===== src/common/epp17_pkg.sv =====
// Constants and types shared by the EPP 1.7 cycle engine
package epp17_pkg;
   // Host register offsets from the port base
   localparam logic [2:0] OFS_SPP_DATA  = 3'h0;
   localparam logic [2:0] OFS_STATUS    = 3'h1;
   localparam logic [2:0] OFS_CONTROL   = 3'h2;
   localparam logic [2:0] OFS_EPP_ADDR  = 3'h3;
   localparam logic [2:0] OFS_EPP_DATA0 = 3'h4;
   localparam logic [2:0] OFS_EPP_DATA3 = 3'h7;
   // Control register field positions
   localparam int CTL_STROBE_BIT  = 0;
   localparam int CTL_AUTOFD_BIT  = 1;
   localparam int CTL_INIT_BIT    = 2;
   localparam int CTL_SELIN_BIT   = 3;
   localparam int CTL_DIR_BIT     = 5;
   // Status register field positions
   localparam int STS_TIMEOUT_BIT = 0;
   // Reset values
   localparam logic [7:0] DATA_RESET = 8'h00;
   localparam logic [7:0] CTL_RESET  = 8'h04;
   // Watchdog time
   localparam int CLK_PERIOD_NS   = 10;
   localparam int TIMEOUT_US      = 10;
   localparam int TIMEOUT_CYCLES  = (TIMEOUT_US * 1000) / CLK_PERIOD_NS;
   localparam int TMR_W           = 11;

   typedef enum logic [1:0] {
      ST_IDLE   = 2'b00,
      ST_STROBE = 2'b01,
      ST_DONE   = 2'b11
   } cycle_state_t;
endpackage : epp17_pkg


===== src/common/epp_wdog_if.sv =====
// Watchdog link between the cycle engine and its timer
interface epp_wdog_if;
   logic run;
   logic expired;
   modport engine (output run, input expired);
   modport timer  (input run, output expired);
endinterface : epp_wdog_if


===== src/design/epp17_parallel_cycle_engine.sv =====
// EPP 1.7 parallel port cycle engine behind the ISA host interface
// What this block does
// - IOCHRDY held low while a cycle runs and peripheral wait is low.
// - Write cycle finishes only after peripheral wait returns high.
// - Read cycle finishes only after peripheral wait returns high.
// - Host sets direction bit before read; indicator deasserts, bus floats.
// - Host write to EPP register drives the byte onto the port bus.
// - Write strobe asserts only after port data and write indicator settle.
// - IOCHRDY stays low until wait releases or the time-out expires.
// - nIOW release drops the strobe and latches host data for port.
// - Read strobe asserts with bus floating, direction high, indicator valid.
// - nIOR release drops whichever strobe is active.
// - Indicator and direction change only while no strobe is active; port data takes the host byte as soon as nIOW is active.
// - Write indicator, strobes and peripheral reset are active low.
// - Peripheral interrupt is active high, passed through uninverted.
// - Asserted peripheral reset returns the peripheral to its initial mode.
// - Direction output low for write, high only on direction bit or read.
// - Control strobe bit overrides the write indicator; direction bit overrides direction and bus float.
// - Standard port and EPP share one common data register.
// - Cycle over 10 us aborts and sets status bit 0.
// - EPP data ports at offsets 04H to 07H, cleared by reset.
module epp17_parallel_cycle_engine (
   // Clock and reset
   input  wire logic       i_sys_clk,
   input  wire logic       i_rst,
   // ISA host side
   input  wire logic       i_host_ior_n,
   input  wire logic       i_host_iow_n,
   input  wire logic [2:0] i_host_addr,
   input  wire logic [7:0] i_host_data_bus,
   output logic      [7:0] o_host_data_bus,
   output logic            o_host_data_oe_n,
   output logic            o_iochrdy,
   // Mode
   input  wire logic       i_epp_enable,
   // Parallel port side
   input  wire logic [7:0] i_port_data_bus,
   output logic      [7:0] o_port_data_bus,
   output logic            o_port_data_oe_n,
   output logic            o_bus_direction_out,
   output logic            o_write_indicator_n,
   output logic            o_data_strobe_n,
   output logic            o_addr_strobe_n,
   output logic            o_periph_reset_n,
   input  wire logic       i_periph_wait_n,
   input  wire logic       i_periph_interrupt,
   output logic            o_periph_interrupt,
   // Status
   output logic            o_timeout_flag
);
   // Pin synchronisers
   logic       ior_m, ior_s, iow_m, iow_s, wait_m, wait_s, periph_interrupt_m, periph_interrupt_s;
   logic [7:0] port_data_bus_m, port_data_bus_s;

   always_ff @(posedge i_sys_clk) begin
      if (i_rst) begin
         ior_m   <= 1'b1;
         ior_s   <= 1'b1;
         iow_m   <= 1'b1;
         iow_s   <= 1'b1;
         wait_m  <= 1'b1;
         wait_s  <= 1'b1;
         periph_interrupt_m  <= 1'b0;
         periph_interrupt_s  <= 1'b0;
         port_data_bus_m <= 8'h00;
         port_data_bus_s <= 8'h00;
      end else begin
         ior_m   <= i_host_ior_n;
         ior_s   <= ior_m;
         iow_m   <= i_host_iow_n;
         iow_s   <= iow_m;
         wait_m  <= i_periph_wait_n;
         wait_s  <= wait_m;
         periph_interrupt_m  <= i_periph_interrupt;
         periph_interrupt_s  <= periph_interrupt_m;
         port_data_bus_m <= i_port_data_bus;
         port_data_bus_s <= port_data_bus_m;
      end
   end

   // Host address and data take the same two stages as the strobes,
   // so the offset decode never runs ahead of the strobe it qualifies
   logic [2:0] addr_m, addr_s;
   logic [7:0] hdata_m, hdata_s;

   always_ff @(posedge i_sys_clk) begin
      if (i_rst) begin
         addr_m  <= 3'h0;
         addr_s  <= 3'h0;
         hdata_m <= 8'h00;
         hdata_s <= 8'h00;
      end else begin
         addr_m  <= i_host_addr;
         addr_s  <= addr_m;
         hdata_m <= i_host_data_bus;
         hdata_s <= hdata_m;
      end
   end

   // Interrupt passes through without inversion
   always_ff @(posedge i_sys_clk) begin
      if (i_rst) o_periph_interrupt <= 1'b0;
      else       o_periph_interrupt <= periph_interrupt_s;
   end

   // Host decode
   logic ior_act, iow_act, host_act, epp_reg, is_addr_reg, host_act_q;
   assign ior_act     = !ior_s;
   assign iow_act     = !iow_s;
   assign host_act    = ior_act || iow_act;
   assign is_addr_reg = (addr_s == epp17_pkg::OFS_EPP_ADDR);
   assign epp_reg     = i_epp_enable && (is_addr_reg || addr_s >= epp17_pkg::OFS_EPP_DATA0);

   always_ff @(posedge i_sys_clk) begin
      if (i_rst) host_act_q <= 1'b0;
      else       host_act_q <= host_act;
   end

   // Shared data register, control register, timeout status
   logic [7:0] data_reg, ctl_reg;
   logic       host_wr_edge, was_write;
   assign host_wr_edge = host_act_q && !host_act && was_write;

   always_ff @(posedge i_sys_clk) begin
      if (i_rst) was_write <= 1'b0;
      else if (host_act) was_write <= iow_act;
   end

   // Trailing edge of a write latches the host byte
   always_ff @(posedge i_sys_clk) begin
      if (i_rst) begin
         data_reg <= epp17_pkg::DATA_RESET;
      end else if (host_wr_edge && (epp_reg || addr_s == epp17_pkg::OFS_SPP_DATA)) begin
         data_reg <= hdata_s;
      end
   end

   always_ff @(posedge i_sys_clk) begin
      if (i_rst) ctl_reg <= epp17_pkg::CTL_RESET;
      else if (host_wr_edge && addr_s == epp17_pkg::OFS_CONTROL) ctl_reg <= hdata_s;
   end

   // Cycle engine
   epp17_pkg::cycle_state_t state;
   epp_wdog_if wd_if ();
   logic cyc_read, strobe_addr, wd_hit;

   epp_cycle_watchdog u_wdog (
      .i_sys_clk (i_sys_clk),
      .i_rst     (i_rst),
      .wd        (wd_if.timer)
   );
   assign wd_if.run = (state != epp17_pkg::ST_IDLE) && host_act;
   assign wd_hit    = wd_if.expired;

   always_ff @(posedge i_sys_clk) begin
      if (i_rst) begin
         state       <= epp17_pkg::ST_IDLE;
         cyc_read    <= 1'b0;
         strobe_addr <= 1'b0;
      end else begin
         unique case (state)
            epp17_pkg::ST_IDLE: begin
               if (host_act && epp_reg) begin
                  state       <= epp17_pkg::ST_STROBE;
                  cyc_read    <= ior_act;
                  strobe_addr <= is_addr_reg;
               end
            end
            epp17_pkg::ST_STROBE: begin
               // Abort drops the strobe; the host strobe still ends the cycle
               if (!host_act || wd_hit) state <= epp17_pkg::ST_DONE;
            end
            epp17_pkg::ST_DONE: begin
               if (!host_act) state <= epp17_pkg::ST_IDLE;
            end
         endcase
      end
   end

   // Strobes one cycle after bus and indicator are set up
   logic setup_done;
   always_ff @(posedge i_sys_clk) begin
      if (i_rst) setup_done <= 1'b0;
      else       setup_done <= (state == epp17_pkg::ST_STROBE) && host_act && !wd_hit;
   end

   always_ff @(posedge i_sys_clk) begin
      if (i_rst) begin
         o_data_strobe_n <= 1'b1;
         o_addr_strobe_n <= 1'b1;
      end else begin
         o_data_strobe_n <= !(setup_done && host_act && !wd_hit && !strobe_addr);
         o_addr_strobe_n <= !(setup_done && host_act && !wd_hit && strobe_addr);
      end
   end

   // Ready stretches the host while the peripheral waits
   logic stretch;
   assign stretch = (state == epp17_pkg::ST_STROBE) && !wait_s && !wd_hit;
   always_ff @(posedge i_sys_clk) begin
      if (i_rst) o_iochrdy <= 1'b1;
      else       o_iochrdy <= !stretch;
   end

   // Timeout flag: set wins over clear on a status read
   logic sts_rd_edge;
   assign sts_rd_edge = host_act_q && !host_act && !was_write && addr_s == epp17_pkg::OFS_STATUS;
   always_ff @(posedge i_sys_clk) begin
      if (i_rst)        o_timeout_flag <= 1'b0;
      else if (wd_hit)  o_timeout_flag <= 1'b1;
      else if (sts_rd_edge) o_timeout_flag <= 1'b0;
   end

   // Read data captured while the strobe is active
   logic [7:0] rd_latch;
   always_ff @(posedge i_sys_clk) begin
      if (i_rst) rd_latch <= 8'h00;
      else if (state == epp17_pkg::ST_STROBE && cyc_read && wait_s)
         rd_latch <= port_data_bus_s;
   end

   // Host data bus answer
   always_ff @(posedge i_sys_clk) begin
      if (i_rst) begin
         o_host_data_bus  <= 8'h00;
         o_host_data_oe_n <= 1'b1;
      end else begin
         o_host_data_oe_n <= !ior_act;
         unique case (addr_s)
            epp17_pkg::OFS_SPP_DATA: o_host_data_bus <= data_reg;
            epp17_pkg::OFS_STATUS:   o_host_data_bus <= {7'h00, o_timeout_flag};
            epp17_pkg::OFS_CONTROL:  o_host_data_bus <= ctl_reg;
            default:                 o_host_data_bus <= rd_latch;
         endcase
      end
   end

   // Port pins: direction and indicator change only while no strobe is active; a read raises direction at cycle start
   logic port_direction_ctl, rd_cycle_live;
   assign port_direction_ctl           = ctl_reg[epp17_pkg::CTL_DIR_BIT];
   assign rd_cycle_live = (state != epp17_pkg::ST_IDLE) && cyc_read;

   // Live host byte for the whole write; the shared register takes over
   // only once the cycle has ended, so the byte never slips back mid-cycle
   always_ff @(posedge i_sys_clk) begin
      if (i_rst) begin
         o_port_data_bus <= 8'h00;
      end else if (iow_act && (epp_reg || addr_s == epp17_pkg::OFS_SPP_DATA)) begin
         o_port_data_bus <= hdata_s;
      end else if (state == epp17_pkg::ST_IDLE && !host_act_q) begin
         o_port_data_bus <= data_reg;
      end
   end

   // Direction and bus float follow the direction bit or a live read
   always_ff @(posedge i_sys_clk) begin
      if (i_rst) begin
         o_bus_direction_out <= 1'b0;
         o_port_data_oe_n    <= 1'b0;
      end else begin
         o_bus_direction_out <= port_direction_ctl || rd_cycle_live;
         o_port_data_oe_n    <= port_direction_ctl || rd_cycle_live;
      end
   end

   // Only the control strobe bit overrides the indicator
   logic write_mode;
   assign write_mode = (!port_direction_ctl && !rd_cycle_live) || ctl_reg[epp17_pkg::CTL_STROBE_BIT];
   always_ff @(posedge i_sys_clk) begin
      if (i_rst) o_write_indicator_n <= 1'b1;
      else       o_write_indicator_n <= !write_mode;
   end

   // Peripheral reset from the control init bit, low active
   always_ff @(posedge i_sys_clk) begin
      if (i_rst) o_periph_reset_n <= 1'b0;
      else       o_periph_reset_n <= ctl_reg[epp17_pkg::CTL_INIT_BIT];
   end
endmodule : epp17_parallel_cycle_engine


===== src/design/epp_cycle_watchdog.sv =====
// Cycle length watchdog for EPP host cycles
module epp_cycle_watchdog (
   // Clock and reset
   input  wire logic i_sys_clk,
   input  wire logic i_rst,
   // Engine link
   epp_wdog_if.timer wd
);
   logic [epp17_pkg::TMR_W-1:0] count;

   // Count while a host strobe is held, restart on each new cycle
   always_ff @(posedge i_sys_clk) begin
      if (i_rst || !wd.run) begin
         count      <= '0;
         wd.expired <= 1'b0;
      end else if (count >= epp17_pkg::TMR_W'(epp17_pkg::TIMEOUT_CYCLES)) begin
         wd.expired <= 1'b1;
      end else begin
         count <= count + 1'b1;
      end
   end
endmodule : epp_cycle_watchdog


===== config.mk =====
export PLATFORM = sky130hd
export DESIGN_NAME = epp17_parallel_cycle_engine
export DESIGN_NICKNAME = d
export VERILOG_FILES = /design/src/common/epp17_pkg.sv /design/src/common/epp_wdog_if.sv /design/src/design/epp17_parallel_cycle_engine.sv /design/src/design/epp_cycle_watchdog.sv
export SDC_FILE = /design/constraint.sdc
export NUM_CORES = 1
export LEC_CHECK = 0
export BUFFER_PORTS_ARGS = -buffer_cell sky130_fd_sc_hd__buf_4
export CORE_MARGIN = 2
export CORE_UTILIZATION = 35
export CTS_BUF_LIST = sky130_fd_sc_hd__clkbuf_16
export DETAILED_ROUTE_END_ITERATION = 8
export PLACE_DENSITY = 0.53
export SLEW_MARGIN = 15
export SYNTH_ARGS = -nofsm -noshare
export SYNTH_HDL_FRONTEND = slang
export SYNTH_SLANG_ARGS = --single-unit

===== constraint.sdc =====
create_clock -name i_sys_clk -period 1.5 [get_ports i_sys_clk]
set_input_delay 0.075 -clock i_sys_clk [delete_from_list [all_inputs] [get_ports i_sys_clk]]
set_output_delay 0.075 -clock i_sys_clk [all_outputs]
set_load 0.02 [all_outputs]

# Word-level counts from Yosys, hierarchy flattened
# Cells that the tools add are included.
[op_classes] n_reduce_logical=52 order_cmp=2 multipliers=0 shifts=0 n_bitwise=0 addsub=1 div=0 eq_ne=8 n_mux=9
[ops] operator="8-bit case mux with 3 select lines" count=1
[ops] operator="1-bit logical AND" count=23
[ops] operator="8-bit 2-to-1 mux" count=2
[ops] operator="1-bit logical NOT" count=15
[ops] operator="11-bit by 1-bit adder with 11-bit output, second input constant" count=1
[ops] operator="11-bit by 10-bit greater-or-equal comparator with 1-bit output, second input constant" count=1
[ops] operator="1-bit logical OR" count=7
[ops] operator="3-bit by 2-bit equality test with 1-bit output, second input constant" count=2
[ops] operator="2-bit 2-to-1 mux" count=3
[ops] operator="2-bit inequality test, second input constant" count=3
[ops] operator="2-bit case mux with 3 select lines" count=1
[ops] operator="2-bit nonzero test" count=3
[ops] operator="3-bit by 1-bit equality test with 1-bit output, second input constant" count=1
[ops] operator="3-bit greater-or-equal comparator, second input constant" count=1
[ops] operator="3-bit logical NOT" count=1
[ops] operator="3-bit AND reduction" count=1
[ops] operator="2-bit by 1-bit equality test with 1-bit output, second input constant" count=1
[ops] operator="2-bit equality test, second input constant" count=1
[ops] operator="2-bit logical NOT" count=1
[ops] operator="1-bit 2-to-1 mux" count=2
[ops] operator="2-bit AND reduction" count=1
[word_totals] n_memories=0 latch_bits=0 input_bits=26 out_inout_bits=26 mem_bits_rw=0 mem_bits_ro=0 register_bits=114 word_cells=108

# Logic depth before layout (Yosys ltp)
[logic_depth] ltp_word=8 ltp_mapped=6 ltp_nobuf=5

# Hierarchy
# A second synthesis with hierarchy kept.
[unflattened] hier_cells=432 hier_area_um2=4147.7
[modules_own_cells] module="epp17_parallel_cycle_engine" area_each_um2=3495.9 cells_each=361 seq_area_each_um2=2042.0 instances=1
[modules_own_cells] module="epp_cycle_watchdog" area_each_um2=651.9 cells_each=71 seq_area_each_um2=240.2 instances=1

# Worst setup path before layout
# No wires, ideal clock.
[synth_path] kind="register -> register" start="register host_act_q" end="register ctl_reg[2]" required_ns=1.371 setup_ns=0.129 n_path_buf=1 arrival_time_ns=1.465 period_less_slack_ns=1.593 setup_slack_ns=-0.093 path_stages_with_launch=6 path_cell_list="dfxtp_1 -> nand4_2 -> or4b_1 -> buf_2 -> mux2i_1 -> nand2_1"
[synth_via] elab_chain_len=3
[synth_lines] element="from (decl)" line_no="epp17_parallel_cycle_engine.sv:107" text="logic ior_act, iow_act, host_act, epp_reg, is_addr_reg, host_act_q;"
[synth_lines] element="from (signal assigned)" line_no="epp17_parallel_cycle_engine.sv:116" text="else host_act_q <= host_act;"
[synth_lines] element="1-bit logical AND (2 in a row)" line_no="epp17_parallel_cycle_engine.sv:122" text="assign host_wr_edge = host_act_q && !host_act && was_write;"
[synth_lines] element="1-bit logical AND" line_no="epp17_parallel_cycle_engine.sv:140" text="else if (host_wr_edge && addr_s == epp17_pkg::OFS_CONTROL) ctl_reg <= hdata_s;"
[synth_lines] element="to (signal assigned)" line_no="epp17_parallel_cycle_engine.sv:139" text="if (i_rst) ctl_reg <= epp17_pkg::CTL_RESET;"
[synth_lines] element="to (signal assigned)" line_no="epp17_parallel_cycle_engine.sv:140"
[synth_lines] element="to (decl)" line_no="epp17_parallel_cycle_engine.sv:120" text="logic [7:0] data_reg, ctl_reg;"
# Every way passes these cells.
# A chain may end at the register's enable or synchronous reset.

# Worst setup path after layout
[layout_path] start="register ior_s" end="register ctl_reg[2]"
[layout_via] elab_chain_len=6
[layout_lines] element="from (decl)" line_no="epp17_parallel_cycle_engine.sv:52" text="logic ior_m, ior_s, iow_m, iow_s, wait_m, wait_s, periph_interrupt_m, periph_interrupt_s;"
[layout_lines] element="from (signal assigned)" line_no="epp17_parallel_cycle_engine.sv:69" text="ior_s <= ior_m;"
[layout_lines] element="1-bit logical NOT" line_no="epp17_parallel_cycle_engine.sv:108" text="assign ior_act = !ior_s;"
[layout_lines] element="1-bit logical OR" line_no="epp17_parallel_cycle_engine.sv:110" text="assign host_act = ior_act || iow_act;"
[layout_lines] element="1-bit logical NOT" line_no="epp17_parallel_cycle_engine.sv:122"
[layout_lines] element="1-bit logical AND (2 in a row)" line_no="epp17_parallel_cycle_engine.sv:122"
[layout_lines] element="1-bit logical AND" line_no="epp17_parallel_cycle_engine.sv:140"
# Every way passes these cells.

==> run metrics <==
Mean Syn Cell Area=10.0 um^2; ys async rst share=0; Yosys Warn Count=0; Worst Setup Path Type=reg2reg; final wirelength=8560 um; Core Box Area=10900 um^2; design area=5540 um^2; Avg Vias per Cell=4.74; pre-CTS setup slack=-47.8 ps; #FFs+latches synth=114; Reg clk slew, reported paths=60 ps; Layout Utilization=0.506; die width=110 um; syn nets=422; sequential share of the synthesized area=0.578; maximum buffer depth of the clock tree=2; DR vias=3065; Worst-Margin Slew=382 ps; Period minus WS final=1460 ps; Detailed Route Iter0 Violations=133; slowest library cell on the worst path=or4b_4; flip-flop count of the largest register after layout=11; maxcap violations=0; Initial Utilization=0.361; worst skew pair latency=410 ps; Data required, critical path=1770 ps; most common cell after layout, fill and taps aside=dfxtp_1; Buffers & Inverters on Critical Path=0; Power Dens Cells=1370 nW/um^2; Final Power=7.58 mW; worst path cell trace=nand4_4 -> or4b_4 -> mux2i_1 -> nand2_1; # DRC=0; CP Max Fanout=8; DR WL/cell=13.2 um; Final #Nets=521; HP Class=in2reg; CTS Sinks=114; CP Launch Type=flip-flop; Reg with most FFs=u_wdog.count; gr usage total=0.156; hold slack=129 ps; share of layout cells above drive strength 1=0.283; post-synth cell types=45; most frequent cells in the layout=dfxtp_1 (106), buf_4 (79), nor2b_1 (50); maximum vdd drop=0.673 mV; largest net degree at the start of global routing=34; DP Wirelength=5820 um; antenna cells=0; cell area after placement=4640 um^2; first drt pass iteration count=6; Slew Limit Fails=0; Relative slew margins=0.745; total CTS buffers=17; CTS tree=done; initial antenna violation count=0; Fin. Hold Viols=0; fin crit share=0.971; Antenna Nets Post-Route=0; critical path data arrival time=1730 ps; multi-input logic area=1600 um^2; Final Skew=15.3 ps; Reg area=2290 um^2; status=finished clean; Area Growth Syn to Fin=40.1%; H-tree levels=4; vias in the first global route=2982; first-pass GRT wire length=14300 um; Pleak=2.25 nW; number of synthesized flops with an enable pin=0; die area=12200 um^2; kind of cell adding the most delay to the critical path=simple AND/OR/NAND/NOR gates; Die H=110 um; slowest stage delay, CP=600 ps; grt ovf=0; Row Count=38; Syn Inst Count=394; crit end category=flip-flop; placer congestion estimate=0.838; synthesized area=3950 um^2; setup ws final=43.8 ps; FILL cells=1036; CTS root buf=clkbuf_16; highest clock rate=687 MHz; top_reg_cell synth=dfxtp_1; Port-buffer cells=51; endpoints failing setup=0; num ports=52
[worst paths after layout]
path	start	to	slack, ps	cells after the start
worst max-delay path	ior_s	ctl_reg[2]	40	4
worst min register to register	wait_m	wait_s	410	1
worst min-delay path	i_epp_enable	state[0]	130	3
worst max register to register	ior_s	ctl_reg[2]	40	4
[cell type report]
class / count / share of cell area
clock inverter: 15 / 0.0310
sequential: 114 / 0.414
clock buffer: 17 / 0.0768
tap: 140 / 0.0316
inverter: 5 / 0.00339
multi-input combinational: 251 / 0.289
timing repair buffer: 104 / 0.154
[through the flow]
stage | instances | setup TNS (ps)
global placement | 589 | 0
CTS | 645 | 0
finish | 646 | 0
floorplan | 394 | 0
global route | 646 | -6.21
detailed placement | 589 | -207
[where the power goes]
part	leakage, nW	total, mW	switching [mW]	internal (mW)
clock network	0.287	4.02	1.53	2.49
registers	0.933	3.16	0.0424	3.11
logic	1.03	0.403	0.187	0.216
[tightest hold or removal path, stage by stage]
cell and delay, ps:
buf_4 130, a31oi_1 190, a311oi_1 80
[routing by layer]
metal / global-route usage / share of wire / up-vias
li1: - / - / 1564
met1: 0.201 / 0.50 / 1438
met2: 0.241 / 0.45 / 52
met3: 0.0535 / 0.032 / 11
met4: 0.0589 / 0.017 / 0
met5: 0 / 0 / -
[repair_timing]
action | CTS | global route
endpoints found under the hold margin | 27 | 0
gates cloned | 0 | 0
pin swaps | 0 | 2
hold buffers | 24 | 0
gates resized for setup | 6 | 9
buffers inserted | 0 | 2
setup endpoints to repair | 12 | 24
[cell usage after synthesis (all sizes together) (7+ instances only)]
master,instances,area share
a211oi,10,0.019
a21oi,24,0.031
clkbuf,19,0.018
dfxtp,114,0.58
mux2i,17,0.043
nand2,30,0.028
nor2,22,0.023
nor2b,50,0.079
nor3,11,0.014
o211ai,7,0.013
o21ai,19,0.024
o22ai,8,0.013
or2,11,0.017
[cells by family (layout without fill, tap and decap cells)]
group,Yosys count,count (layout),share of synthesized area
AOI/OAI and AO/OA,78,78,0.122
xor gates and xnor gates,5,5,0.0111
adders and majority gates,2,2,0.00633
buffers and inverters,29,141,0.0288
DFF,114,114,0.578
muxes,18,18,0.0459
and+or+nand+nor,148,148,0.209
Power figures use the tool's default switching activity.
